**config.mk**
```make
export PLATFORM = sky130hd
export DESIGN_NAME = pod_decoder
export DESIGN_NICKNAME = d
export VERILOG_FILES = /design/src/hdl/pod_ret_stack.v /design/src/hdl/pod_decoder.v
export VERILOG_INCLUDE_DIRS = /design/src /design/src/shared
export SDC_FILE = /design/constraint.sdc
export NUM_CORES = 1
export LEC_CHECK = 0
export ABC_AREA = 1
export BUFFER_PORTS_ARGS = -buffer_cell sky130_fd_sc_hd__buf_2
export CAP_MARGIN = 10
export CORE_ASPECT_RATIO = 2
export CORE_MARGIN = 1.5
export CORE_UTILIZATION = 58
export DETAILED_ROUTE_END_ITERATION = 16
export GPL_ROUTABILITY_DRIVEN = 0
export PLACE_DENSITY_LB_ADDON = 0.2
export SYNTH_ARGS = -nofsm -noshare
export SYNTH_HDL_FRONTEND = slang
export SYNTH_HIERARCHICAL = 1
export SYNTH_SLANG_ARGS = --single-unit
export TNS_END_PERCENT = 5
```
**constraint.sdc**
```tcl
create_clock -name clk_sys -period 4.9 [get_ports clk_sys]
set_clock_uncertainty 0.05 [all_clocks]
set_input_delay 0.735 -clock clk_sys [delete_from_list [all_inputs] [get_ports clk_sys]]
set_output_delay 0.735 -clock clk_sys [all_outputs]
set_load 0.01 [all_outputs]
```
**src/shared/pod_consts.vh**
```
// Constants for the privileged opcode decoder
`ifndef POD_CONSTS_VH
`define POD_CONSTS_VH

// ****************************************
// Primary opcodes
// ****************************************
`define POD_OP_CALL        6'h00
`define POD_OP_IPR_READ    6'h19
`define POD_OP_PRIV_LOAD   6'h1B
`define POD_OP_IPR_WRITE   6'h1D
`define POD_OP_PRIV_RETURN 6'h1E
`define POD_OP_PRIV_STORE  6'h1F

// ****************************************
// Required call function codes
// ****************************************
`define POD_FN_HALT        26'h0000000
`define POD_FN_DRAIN       26'h0000002
`define POD_FN_IBARRIER    26'h0000086

// ****************************************
// Instruction field positions
// ****************************************
`define POD_OPC_HI         31
`define POD_OPC_LO         26
`define POD_RA_HI          25
`define POD_RA_LO          21
`define POD_RB_HI          20
`define POD_RB_LO          16
`define POD_UNTRANS_BIT    15
`define POD_OTHER_BIT      14
`define POD_WRCHK_BIT      13
`define POD_QUAD_BIT       12
`define POD_PTW_BIT        11
`define POD_RSV_BIT        10
`define POD_OFFS_HI        9
`define POD_OFFS_W         10
`define POD_VAR_HI         15
`define POD_VAR_LO         14
`define POD_VAR_NORMAL     2'h2
`define POD_VAR_STALL      2'h3
`define POD_IPR_UNIT_HI    9
`define POD_IPR_UNIT_LO    8
`define POD_IPR_UNIT_FDU   2'h0

// ****************************************
// Latencies, modes, registers
// ****************************************
`define POD_LAT_FDU        2'h1
`define POD_LAT_MTU        2'h2
`define POD_MODE_KERNEL    2'h0
`define POD_REG_ZERO       5'h1F
`define POD_OFS_CTRL       8'h00
`define POD_OFS_TRAP_RET   8'h04
`define POD_OFS_STATUS     8'h08
`define POD_CTRL_RST       32'h00000001
`define POD_CTRL_PCM_RST   1'b1
`define POD_CTRL_PCM       0
`define POD_CTRL_KHE       1
`define POD_CTRL_DTM_LO    2
`define POD_CTRL_SUB_LO    4
`define POD_CTRL_CUR_LO    6
`define POD_STAT_ILL       0

`endif

```
**src/hdl/pod_ret_stack.v**
```verilog
// Return prediction stack with registered top-of-stack output
`timescale 1ns/1ns
`default_nettype none

module pod_ret_stack #(
   parameter PC_W  = 32,
   parameter DEPTH = 8,
   parameter PTR_W = 3
) (
   input  wire            clk_sys,
   input  wire            rst,
   input  wire            push,
   input  wire [PC_W-1:0] push_pc,
   input  wire            pop,
   output reg  [PC_W-1:0] top_r,
   output reg             empty_r
);

   reg [PC_W-1:0]  mem [0:DEPTH-1];
   reg [PTR_W-1:0] sp_r;
   reg [PTR_W:0]   cnt_r;
   wire [PTR_W-1:0] sp_dn = sp_r - 1'b1;
   wire [PTR_W-1:0] sp_dn2 = sp_r - 2'h2;

   // Wraps when full: oldest prediction is simply overwritten
   always @(posedge clk_sys) begin
      if (push) begin
         mem[sp_r] <= push_pc;
      end
   end

   always @(posedge clk_sys or posedge rst) begin
      if (rst) begin
         sp_r    <= {PTR_W{1'b0}};
         cnt_r   <= {(PTR_W+1){1'b0}};
         top_r   <= {PC_W{1'b0}};
         empty_r <= 1'b1;
      end else if (push) begin
         sp_r    <= sp_r + 1'b1;
         top_r   <= push_pc;
         empty_r <= 1'b0;
         if (cnt_r != DEPTH[PTR_W:0]) begin
            cnt_r <= cnt_r + 1'b1;
         end
      end else if (pop && !empty_r) begin
         sp_r    <= sp_dn;
         top_r   <= mem[sp_dn2];
         cnt_r   <= cnt_r - 1'b1;
         empty_r <= (cnt_r == {{PTR_W{1'b0}}, 1'b1});
      end
   end

endmodule // pod_ret_stack

`default_nettype wire

```
**src/hdl/pod_decoder.v**
```verilog
// Privileged opcode decoder with APB control registers
//
// Summary of operation
// - Recognise drain-aborts and halt as privileged calls, barrier as unprivileged.
// - Opcode 1B decodes as the privileged load.
// - Opcode 1F decodes as the privileged store.
// - Opcode 1E decodes as the privileged return to trap return address.
// - Opcode 19 reads, 1D writes internal registers in three units.
// - Reserved opcodes trap outside privileged mode unless kernel enable in kernel.
// - Dependency checks and bypassing apply to these instructions' general registers.
// - Alignment traps suppressed for privileged load and store.
// - Untranslated bit makes the address physical, skipping translation and checks.
// - Other-mode bit picks substitute mode instead of current translation mode.
// - Write-check clear makes loads check reads only; set, or any store, checks reads and writes.
// - Add signed 10-bit displacement to base; size bit picks quadword.
// - Page-walk load checks in kernel mode and flags double miss.
// - Reserve-load does a locked load, placed in integer pipe 0.
// - Privileged store always goes to integer pipe 0.
// - Conditional store writes the reservation flag into the data register.
// - Return jumps to trap return address, bit 0 sets privileged mode.
// - Return target predicted from the return prediction stack.
// - Normal return starts fetching the new stream before it issues.
// - Stall return holds fetch until issue; one per aligned group of four.
// - Privileged return goes to integer pipe 1.
// - Fetch-unit register reads land one cycle later, others two cycles.
//
// Register access over APB and the register offsets are this design's own decisions.
`timescale 1ns/1ns
`default_nettype none
`include "pod_consts.vh"

module pod_decoder #(
   parameter DATA_W = 64,
   parameter PC_W   = 32,
   parameter RPS_D  = 8,
   parameter RPS_PW = 3
) (
   input  wire              clk_sys,
   input  wire              rst,
   // APB slave
   input  wire              psel,
   input  wire              penable,
   input  wire              pwrite,
   input  wire [7:0]        paddr,
   input  wire [31:0]       pwdata,
   output wire              pready,
   output reg  [31:0]       prdata,
   output reg               pslverr,
   // Decode stage
   input  wire              instr_valid,
   input  wire [31:0]       instr,
   input  wire              issue_ack,
   input  wire [DATA_W-1:0] base_val,
   input  wire              ext_hazard,
   input  wire              lock_flag,
   input  wire              call_push,
   input  wire [PC_W-1:0]   call_ret_pc,
   output wire              is_priv_load,
   output wire              is_priv_store,
   output wire              is_priv_return,
   output wire              is_ipr_read_instr,
   output wire              is_ipr_write_instr,
   output wire              drain_aborts_call,
   output wire              halt_call,
   output wire              istream_barrier_call,
   output wire              illegal_op_trap,
   output wire              pipe_sel_1,
   output wire              decode_stall,
   output wire              bypass_ra,
   output wire              bypass_rb,
   output wire              align_trap_suppress,
   output wire              untranslated,
   output wire              skip_access_check,
   output wire [1:0]        check_mode,
   output wire              chk_fault_read,
   output wire              chk_fault_write,
   output wire              chk_read_viol,
   output wire              chk_write_viol,
   output wire              quad_size,
   output wire              pte_fetch,
   output wire              load_locked,
   output wire              store_store_if_reserved_bit,
   output wire              ra_gets_lock_flag,
   output wire [DATA_W-1:0] eff_addr,
   output wire              ipr_fdu_unit,
   output wire [1:0]        ipr_latency,
   output wire              fetch_redirect,
   output wire [PC_W-1:0]   fetch_target,
   output reg               fetch_hold_r,
   output reg               ret_jump_r,
   output reg  [PC_W-1:0]   ret_target_r,
   output reg               ipr_data_ready_r,
   output wire              priv_code_mode
);

   // ****************************************
   // Control registers
   // ****************************************
   reg              pcm_r;
   reg              khe_r;
   reg [1:0]        dtm_r;
   reg [1:0]        sub_r;
   reg [1:0]        cur_r;
   reg [PC_W-1:0]   trap_return_pc_r;
   reg              ill_seen_r;

   wire apb_wr = psel && penable && pwrite;
   wire apb_rd_setup = psel && !penable && !pwrite;

   function hit;
      input [7:0] a;
      begin
         hit = (a == `POD_OFS_CTRL) || (a == `POD_OFS_TRAP_RET) || (a == `POD_OFS_STATUS);
      end
   endfunction

   // Zero-wait slave: every access phase completes at once
   assign pready = psel && penable;

   // ****************************************
   // Field extraction
   // ****************************************
   wire [5:0] opc = instr[`POD_OPC_HI:`POD_OPC_LO];
   wire [4:0] ra  = instr[`POD_RA_HI:`POD_RA_LO];
   wire [4:0] rb  = instr[`POD_RB_HI:`POD_RB_LO];
   wire [1:0] ret_var = instr[`POD_VAR_HI:`POD_VAR_LO];
   wire [25:0] fn = instr[25:0];

   assign is_priv_load       = instr_valid && (opc == `POD_OP_PRIV_LOAD);
   assign is_priv_store      = instr_valid && (opc == `POD_OP_PRIV_STORE);
   assign is_priv_return     = instr_valid && (opc == `POD_OP_PRIV_RETURN);
   assign is_ipr_read_instr  = instr_valid && (opc == `POD_OP_IPR_READ);
   assign is_ipr_write_instr = instr_valid && (opc == `POD_OP_IPR_WRITE);
   wire   is_mem = is_priv_load || is_priv_store;

   wire is_call = instr_valid && (opc == `POD_OP_CALL);
   assign drain_aborts_call    = is_call && (fn == `POD_FN_DRAIN);
   assign halt_call            = is_call && (fn == `POD_FN_HALT);
   assign istream_barrier_call = is_call && (fn == `POD_FN_IBARRIER);

   // ****************************************
   // Privilege check
   // ****************************************
   wire in_kernel = (cur_r == `POD_MODE_KERNEL);
   wire reserved_op = is_mem || is_priv_return || is_ipr_read_instr || is_ipr_write_instr;
   wire may_use_reserved = pcm_r || (khe_r && in_kernel);
   wire priv_call_bad = (drain_aborts_call || halt_call) && !pcm_r && !in_kernel;
   assign illegal_op_trap = (reserved_op && !may_use_reserved) || priv_call_bad;
   assign priv_code_mode = pcm_r;

   // ****************************************
   // Pipe slotting
   // ****************************************
   wire ipr_fdu = (instr[`POD_IPR_UNIT_HI:`POD_IPR_UNIT_LO] == `POD_IPR_UNIT_FDU);
   assign ipr_fdu_unit = (is_ipr_read_instr || is_ipr_write_instr) && ipr_fdu;
   // Return to pipe 1; store and locked load to pipe 0; fetch-unit IPRs on pipe 1
   assign pipe_sel_1 = is_priv_return || ipr_fdu_unit;

   // ****************************************
   // Memory option bits
   // ****************************************
   wire ub  = instr[`POD_UNTRANS_BIT];
   wire ob  = instr[`POD_OTHER_BIT];
   wire wc  = instr[`POD_WRCHK_BIT];
   wire ptw = is_priv_load && instr[`POD_PTW_BIT];

   assign align_trap_suppress = is_mem;
   assign untranslated        = is_mem && ub;
   assign skip_access_check   = is_mem && ub;
   assign pte_fetch           = ptw;
   assign check_mode = ptw ? `POD_MODE_KERNEL : (ob ? sub_r : dtm_r);
   wire do_chk = is_mem && !ub;
   wire chk_w  = is_priv_store || (is_priv_load && wc);
   assign chk_fault_read  = do_chk;
   assign chk_read_viol   = do_chk;
   assign chk_fault_write = do_chk && chk_w;
   assign chk_write_viol  = do_chk && chk_w;
   assign quad_size       = is_mem && instr[`POD_QUAD_BIT];
   assign load_locked     = is_priv_load && instr[`POD_RSV_BIT];
   assign store_store_if_reserved_bit      = is_priv_store && instr[`POD_RSV_BIT];
   assign ra_gets_lock_flag = store_store_if_reserved_bit && lock_flag;

   function [DATA_W-1:0] sext_offs;
      input [`POD_OFFS_W-1:0] d;
      begin
         sext_offs = {{(DATA_W-`POD_OFFS_W){d[`POD_OFFS_HI]}}, d};
      end
   endfunction

   assign eff_addr = base_val + sext_offs(instr[`POD_OFFS_HI:0]);

   // ****************************************
   // Dependency tracking for IPR reads
   // ****************************************
   reg       pend_vld_r;
   reg [4:0] pend_reg_r;
   reg [1:0] pend_cnt_r;

   assign ipr_latency = ipr_fdu ? `POD_LAT_FDU : `POD_LAT_MTU;

   function src_match;
      input [4:0] r;
      input       used;
      begin
         src_match = used && (r != `POD_REG_ZERO) && pend_vld_r && (r == pend_reg_r);
      end
   endfunction

   wire use_ra = is_priv_store || is_ipr_write_instr;
   wire use_rb = is_mem;
   wire ra_m = src_match(ra, use_ra);
   wire rb_m = src_match(rb, use_rb);
   wire not_ready = (pend_cnt_r != 2'h0);
   // Same interlock as ordinary GPR users; internal IPR side effects are not interlocked
   assign decode_stall = ((ra_m || rb_m) && not_ready) || (reserved_op && ext_hazard);
   assign bypass_ra = ra_m && !not_ready;
   assign bypass_rb = rb_m && !not_ready;

   wire read_issue = is_ipr_read_instr && issue_ack && !illegal_op_trap;

   always @(posedge clk_sys or posedge rst) begin
      if (rst) begin
         pend_vld_r       <= 1'b0;
         pend_reg_r       <= 5'h00;
         pend_cnt_r       <= 2'h0;
         ipr_data_ready_r <= 1'b0;
      end else if (read_issue) begin
         pend_vld_r       <= (ra != `POD_REG_ZERO);
         pend_reg_r       <= ra;
         pend_cnt_r       <= ipr_latency - 2'h1;
         ipr_data_ready_r <= (ipr_latency == `POD_LAT_FDU);
      end else begin
         ipr_data_ready_r <= pend_vld_r && (pend_cnt_r == 2'h1);
         if (pend_cnt_r != 2'h0) begin
            pend_cnt_r <= pend_cnt_r - 2'h1;
         end else begin
            pend_vld_r <= 1'b0;
         end
      end
   end

   // ****************************************
   // Return handling and prefetch control
   // ****************************************
   wire [PC_W-1:0] rps_top;
   wire            rps_empty;
   wire ret_ok    = is_priv_return && !illegal_op_trap;
   wire ret_issue = ret_ok && issue_ack;
   wire ret_stall_var = (ret_var == `POD_VAR_STALL);

   pod_ret_stack #(
      .PC_W  (PC_W),
      .DEPTH (RPS_D),
      .PTR_W (RPS_PW)
   ) u_rps (
      .clk_sys (clk_sys),
      .rst     (rst),
      .push    (call_push),
      .push_pc (call_ret_pc),
      .pop     (ret_issue),
      .top_r   (rps_top),
      .empty_r (rps_empty)
   );

   // Early redirect from prediction; an empty stack falls back to the register
   assign fetch_redirect = ret_ok && !ret_stall_var && !fetch_hold_r;
   assign fetch_target = rps_empty ? trap_return_pc_r : rps_top;

   always @(posedge clk_sys or posedge rst) begin
      if (rst) begin
         fetch_hold_r <= 1'b0;
         ret_jump_r   <= 1'b0;
         ret_target_r <= {PC_W{1'b0}};
      end else begin
         ret_jump_r <= ret_issue;
         if (ret_issue) begin
            ret_target_r <= trap_return_pc_r;
         end
         // Software keeps to one stall return per aligned group of four
         if (ret_issue) begin
            fetch_hold_r <= 1'b0;
         end else if (ret_ok && ret_stall_var) begin
            fetch_hold_r <= 1'b1;
         end
      end
   end

   // ****************************************
   // Register writes and status
   // ****************************************
   always @(posedge clk_sys or posedge rst) begin
      if (rst) begin
         pcm_r            <= `POD_CTRL_PCM_RST;
         khe_r            <= 1'b0;
         dtm_r            <= 2'h0;
         sub_r            <= 2'h0;
         cur_r            <= 2'h0;
         trap_return_pc_r <= {PC_W{1'b0}};
         ill_seen_r       <= 1'b0;
      end else begin
         if (apb_wr && (paddr == `POD_OFS_CTRL)) begin
            khe_r <= pwdata[`POD_CTRL_KHE];
            dtm_r <= pwdata[`POD_CTRL_DTM_LO+1:`POD_CTRL_DTM_LO];
            sub_r <= pwdata[`POD_CTRL_SUB_LO+1:`POD_CTRL_SUB_LO];
            cur_r <= pwdata[`POD_CTRL_CUR_LO+1:`POD_CTRL_CUR_LO];
         end
         // A return in the same cycle overrides a software write of the mode bit
         if (ret_issue) begin
            pcm_r <= trap_return_pc_r[0];
         end else if (apb_wr && (paddr == `POD_OFS_CTRL)) begin
            pcm_r <= pwdata[`POD_CTRL_PCM];
         end
         if (apb_wr && (paddr == `POD_OFS_TRAP_RET)) begin
            trap_return_pc_r <= pwdata[PC_W-1:0];
         end
         // Set beats write-one-to-clear
         if (illegal_op_trap) begin
            ill_seen_r <= 1'b1;
         end else if (apb_wr && (paddr == `POD_OFS_STATUS) && pwdata[`POD_STAT_ILL]) begin
            ill_seen_r <= 1'b0;
         end
      end
   end

   // ****************************************
   // APB read data, captured in setup phase
   // ****************************************
   always @(posedge clk_sys or posedge rst) begin
      if (rst) begin
         prdata  <= 32'h00000000;
         pslverr <= 1'b0;
      end else if (psel && !penable) begin
         pslverr <= !hit(paddr);
         prdata  <= 32'h00000000;
         if (apb_rd_setup) begin
            case (paddr)
               `POD_OFS_CTRL: begin
                  prdata <= {24'h000000, cur_r, sub_r, dtm_r, khe_r, pcm_r};
               end
               `POD_OFS_TRAP_RET: begin
                  prdata <= {{(32-PC_W){1'b0}}, trap_return_pc_r};
               end
               `POD_OFS_STATUS: begin
                  prdata <= {28'h0000000, rps_empty, pend_vld_r, fetch_hold_r, ill_seen_r};
               end
               default: begin
                  prdata <= 32'h00000000;
               end
            endcase
         end
      end
   end

endmodule // pod_decoder

`default_nettype wire

```
Word-level counts from Yosys, hierarchy flattened:

Memories as Yosys holds them, arrays and structs flattened.
Cells that the tools add are included.

* register bits: 157
* memories kept: 1
* output and inout port bits: 197
* logic and storage cells: 166
* bits in writable memories: 256
* latch bits: 0
* input bits: 178
* ROM bits: 0

Memory list
* u_rps.mem: words 8, bits a word 32, read ports 1, clocked after Yosys merged registers in 0, wr ports 1, line pod_ret_stack.v:19 `reg [PC_W-1:0] mem [0:DEPTH-1];`

* shift operators: 0
* multipliers: 0
* bitwise gates (word level): 0
* $lt $le $gt $ge: 0
* reduce and logical (&&, ||, !) cells: 89
* divide/modulo/power cells: 0
* multiplexer cells: 28
* $add $sub $neg: 8
* eq/ne operators: 20

Operators with widths (count)
* $mux W32: 4
* $pmux W32 S3: 1
* $add A64 B64 Y64: 1
* $logic_and A1 B1 Y1: 50
* $eq A6 B5 Y1 const B: 5
* $eq A26 B2 Y1 const B: 1
* $eq A26 B8 Y1 const B: 1
* $logic_not A26 Y1: 1
* $logic_or A1 B1 Y1: 15
* $mux W1: 13
* $logic_not A1 Y1: 12
* $mux W4: 3
* $reduce_bool A2 Y1: 6
* $eq A5 B5 Y1: 2
* $mux W2: 5
* $ne A5 B5 Y1 const B: 2
* $eq A8 B3 Y1 const B: 1
* $eq A8 B4 Y1 const B: 1
* $logic_not A8 Y1: 1
* $logic_not A6 Y1: 1
* $mux W3: 2
* $add A4 B1 Y4 const B: 1
* $eq A2 B1 Y1 const B: 2
* $eq A4 B1 Y1 const B: 1
* 10 further kinds: 13

Longest topological paths before layout:

* depth after elaboration: 14
* depth in mapped cells: 17
* depth with buffers taken out: 15

Modules after synthesis:

Netlist, hierarchy kept.

Modules (own cells, without submodules)
* pod_ret_stack: instances 1, cells an instance 1065, area an instance 12084.1 um^2
* pod_decoder: instances 1, cells an instance 1797, area an instance 11075.6 um^2

Worst setup path before layout:

No wires, ideal clock.

* kind: input port to output port
* start: input instr[0]
* end: output eff_addr[62]
* data required time: 4.115 ns
* buffers on the path: 0
* slack: 1.834 ns
* data arrival time: 2.281 ns
* stages: 14
* cells stage by stage: ha_1 fa_1 nand3_1 nand2_1 nand2_1 nand2_1 nand3_1 nand2_1 nand2_1 nand2_1 nand2_1 nand2_1 nand2_1 nand2_1

* longest elaborated chain between the ends: 1

RTL lines
* from (decl): line pod_decoder.v:51 `input wire [31:0] instr,`
* $add A64 B64 Y64: line pod_decoder.v:190 `` assign eff_addr = base_val + sext_offs(instr[`POD_OFFS_HI:0]); ``
* to (decl): line pod_decoder.v:84 `output wire [DATA_W-1:0] eff_addr,`

Every way passes these cells.

Worst setup path in the final report:

* start: input instr[9]
* end: output eff_addr[52]

Same word-level chain as after synthesis.

==> results.md <==
- Outcome: completed
- CTS Sinks: 413
- Area after DPL: 25400 um2
- Worst-margin pin slew: 1.33 ns
- Setup WS post-layout: 0.0712 ns
- Post-CTS Setup Repair Bufs: 0
- Setup violators final: 0
- Layout area overhead: 14.5%
- CTS Buf Count: 34
- Final Hold Vio Count: 0
- CTS tree: done
- H-Tree Depth: 2
- VDD IR max: 483 uV
- Unique masters post-synth: 49
- DRT iter0 DRCs: 1766
- Clock root cell: clkbuf_16
- Antenna-violating nets left: 0
- Drt wl/cell: 21.8 um
- Setup TNS Final: 0 ns
- Reg2Reg Setup Slack: 2.10 ns
- Most instantiated cells after synthesis: nand2_1 (1017), inv_1 (317), nand3_1 (305)
- Post-synth EDFFs: 256
- Reg clk slew, reported paths: 0.07 ns
- Largest net degree at the start of global routing: 83
- HP Class: in2async
- Register area share after synthesis: 50.2%
- Total die area: 41200 um2
- Post-Synthesis Cells: 2862
- FF+latch count, synth: 413
- Synth Flop Type: edfxtp_1
- Via Count: 21.9k
- Crit path kind: in2out
- Tot GR Track Use: 40.3%
- Syn. warnings: 6
- Clk_lat worst skew: 0.55 ns
- CTS Hold Bufs: 0
- FILL cells: 3373
- Worst setup SP type: input port
- R2r startpoint: u_rps/sp_r[0]$_DFFE_PP0P_
- Nets: 3459
- RR Endpoint: u_rps/mem[2][12]$_DFFE_PP_
- Core Area: 39400 um2
- Post-Syn Area: 23200 um2
- Yosys top cell area share: 33.2%
- FF-to-FF path depth: 4
- FFs w/ async S/R, synth: 38.0%
- Starting Density: 58.7%
- I/O pin cnt: 375
- Crit-path max FO: 23
- Remaining DRCs: 0
- Finished Cell Area: 26500 um2
- Slew Viols, Final: 0
- RSZ-0062 raised after global routing: no
- Detailed Route WL: 82100 um
- Die height: 286 um
- Tcrit/Tclk final: 98.5%
- GR Overflow Total: 0
- Leak: 13.2 nW
- HPWL Detailed: 55900 um
- Critical Path Sink Type: primary output
- Pre-CTS setup slack: 0.794 ns
- PortBufs: 374
- Avg Inst Size Synth: 8.09 um2
- Global-route wire length before repair: 122000 um
- Most instantiated library cell after synthesis: nand2_1
- Max-cap violation count: 0
- CP required: 4.12 ns
- CP arrival: 4.04 ns
- Clock buffer depth: 3
- TritonRoute pass-1 iters: 6
- Max transition margin: 10.8%
- Tmin final: 4.83 ns
- Initial antenna violation count: 14
- Die width: 144 um
- Layout cells sized above 1: 15.6%
- Ranking of synthesized cells by area: edfxtp_1 (33%), dfrtp_1 (17%), nand2_1 (16%), nand3_1 (6.6%), inv_1 (5.1%)
- Vias per inst: 5.80
- Vias in the first global route: 21.5k
- Rows: 103
- Area leader, netlist: edfxtp_1
- Max Clock Freq: 207 MHz
- Post-Syn Nets: 3115
- PD cells: 412 nW/um2
-- registers in the layout, indices dropped and copies added, names as in the netlist, 2 cells and up --
register,flops
u_rps/mem,256
prdata,32
ret_target_r,32
trap_return_pc_r,32
u_rps/top_r,32
pend_reg_r,5
u_rps/cnt_r,4
u_rps/sp_r,3
cur_r,2
dtm_r,2
pend_cnt_r,2
sub_r,2
-- what timing repair did --
item	in CTS	in global routing
hold endpoints to repair	0	0
gates resized for setup	0	2
setup endpoints to repair	0	1
-- worst max path at each step --
stage	start	to	cells after the start
after CTS	instr[9]	eff_addr[50]	13
after floorplan	rst	cur_r[0]$_DFFE_PP0P_	1
after detailed placement	instr[9]	eff_addr[50]	13
after global placement	instr[9]	eff_addr[35]	12
final	instr[9]	eff_addr[52]	13
after global routing	instr[9]	eff_addr[36]	13
-- placed cells by master, fill, tap and decap left out, drive strengths merged --
| master | Yosys | routed |
|---|---|---|
| o21bai | 8 | 8 |
| dfrtp | 155 | 155 |
| nor4 | 4 | 4 |
| dfstp | 2 | 2 |
| edfxtp | 256 | 256 |
| a21oi | 93 | 93 |
| xnor2 | 2 | 2 |
| buf | 69 | 403 |
| clkbuf | 26 | 47 |
| a22o | 4 | 4 |
| nor3 | 21 | 21 |
| inv | 324 | 322 |
| nand2 | 1028 | 1028 |
| a32o | 24 | 24 |
| a21boi | 1 | 1 |
| o21ai | 103 | 103 |
| a21o | 3 | 3 |
| or2 | 1 | 1 |
| fa | 2 | 2 |
| nand4 | 20 | 20 |
| o31ai | 1 | 1 |
| ha | 73 | 73 |
| nand3 | 310 | 310 |
| mux2 | 24 | 24 |
| o22ai | 9 | 9 |
| clkinvlp | 0 | 2 |
| and3 | 2 | 2 |
| xor2 | 39 | 39 |
| nand3b | 1 | 1 |
| diode | 0 | 9 |
| o21a | 2 | 2 |
| o211ai | 2 | 2 |
| clkinv | 2 | 16 |
| nand2b | 1 | 1 |
| nor2 | 250 | 250 |
-- where the power goes --
part / switching (mW) / internal [mW]
combinational: 2.72 / 1.15
sequential: 0.242 / 4.19
clock: 1.24 / 1.38
-- cells by family (layout without fill, tap and decap cells) --
kind of cell    after synthesis  count (layout)  share of synthesized area (%)
simple gates               1638            1638                           29.2
buf+inv                     421             790                           7.48
flops                       413             413                           50.2
compound gates              250             250                           6.32
fa+ha+maj                    75              75                           4.12
xor+xnor                     41              41                           1.55
mux                          24              24                           1.17
other cells                   0               9                              0
-- routing by layer --
metal,wire (um),GRT usage (%)
met5,85,0
met4,7670,32.3
met3,9260,14.5
met2,38400,64.2
met1,26600,42.3
-- stage by stage --
stage	hold slack, ns	cells	power (mW)	util [%]
floorplan	0.399	2862	6.95	-
global placement	0.399	3695	8.12	64.5
global route	0.222	3762	11.5	67.2
CTS	0.196	3756	10.8	67.2
detailed placement	0.405	3695	8.24	64.5
finish	0.195	3765	10.9	67.2
-- worst max-delay path, cell delays in order --
cell and delay, ns:
buf_2 0.41, ha_1 0.46, nand2_1 0.17, nor2_1 0.12, inv_1 0.09, nor3_1 1.01, nand2_1 0.10, inv_1 0.37
nand3_1 0.18, nand2_1 0.10, nand2_1 0.05, nand2_1 0.09, buf_2 0.14
-- area by class of cell --
class,count,area [um2],share of cell area (%)
Antenna cell,9,22.5,0.0849
Clock buffer,47,951,3.59
Clock inverter,14,101,0.382
Inverter,326,1230,4.63
Multi-Input combinational cell,2028,9840,37.1
Sequential cell,413,11600,43.8
Tap cell,525,657,2.48
Timing Repair Buffer,403,2090,7.88
No activity file was read; power rests on OpenSTA's default activity.
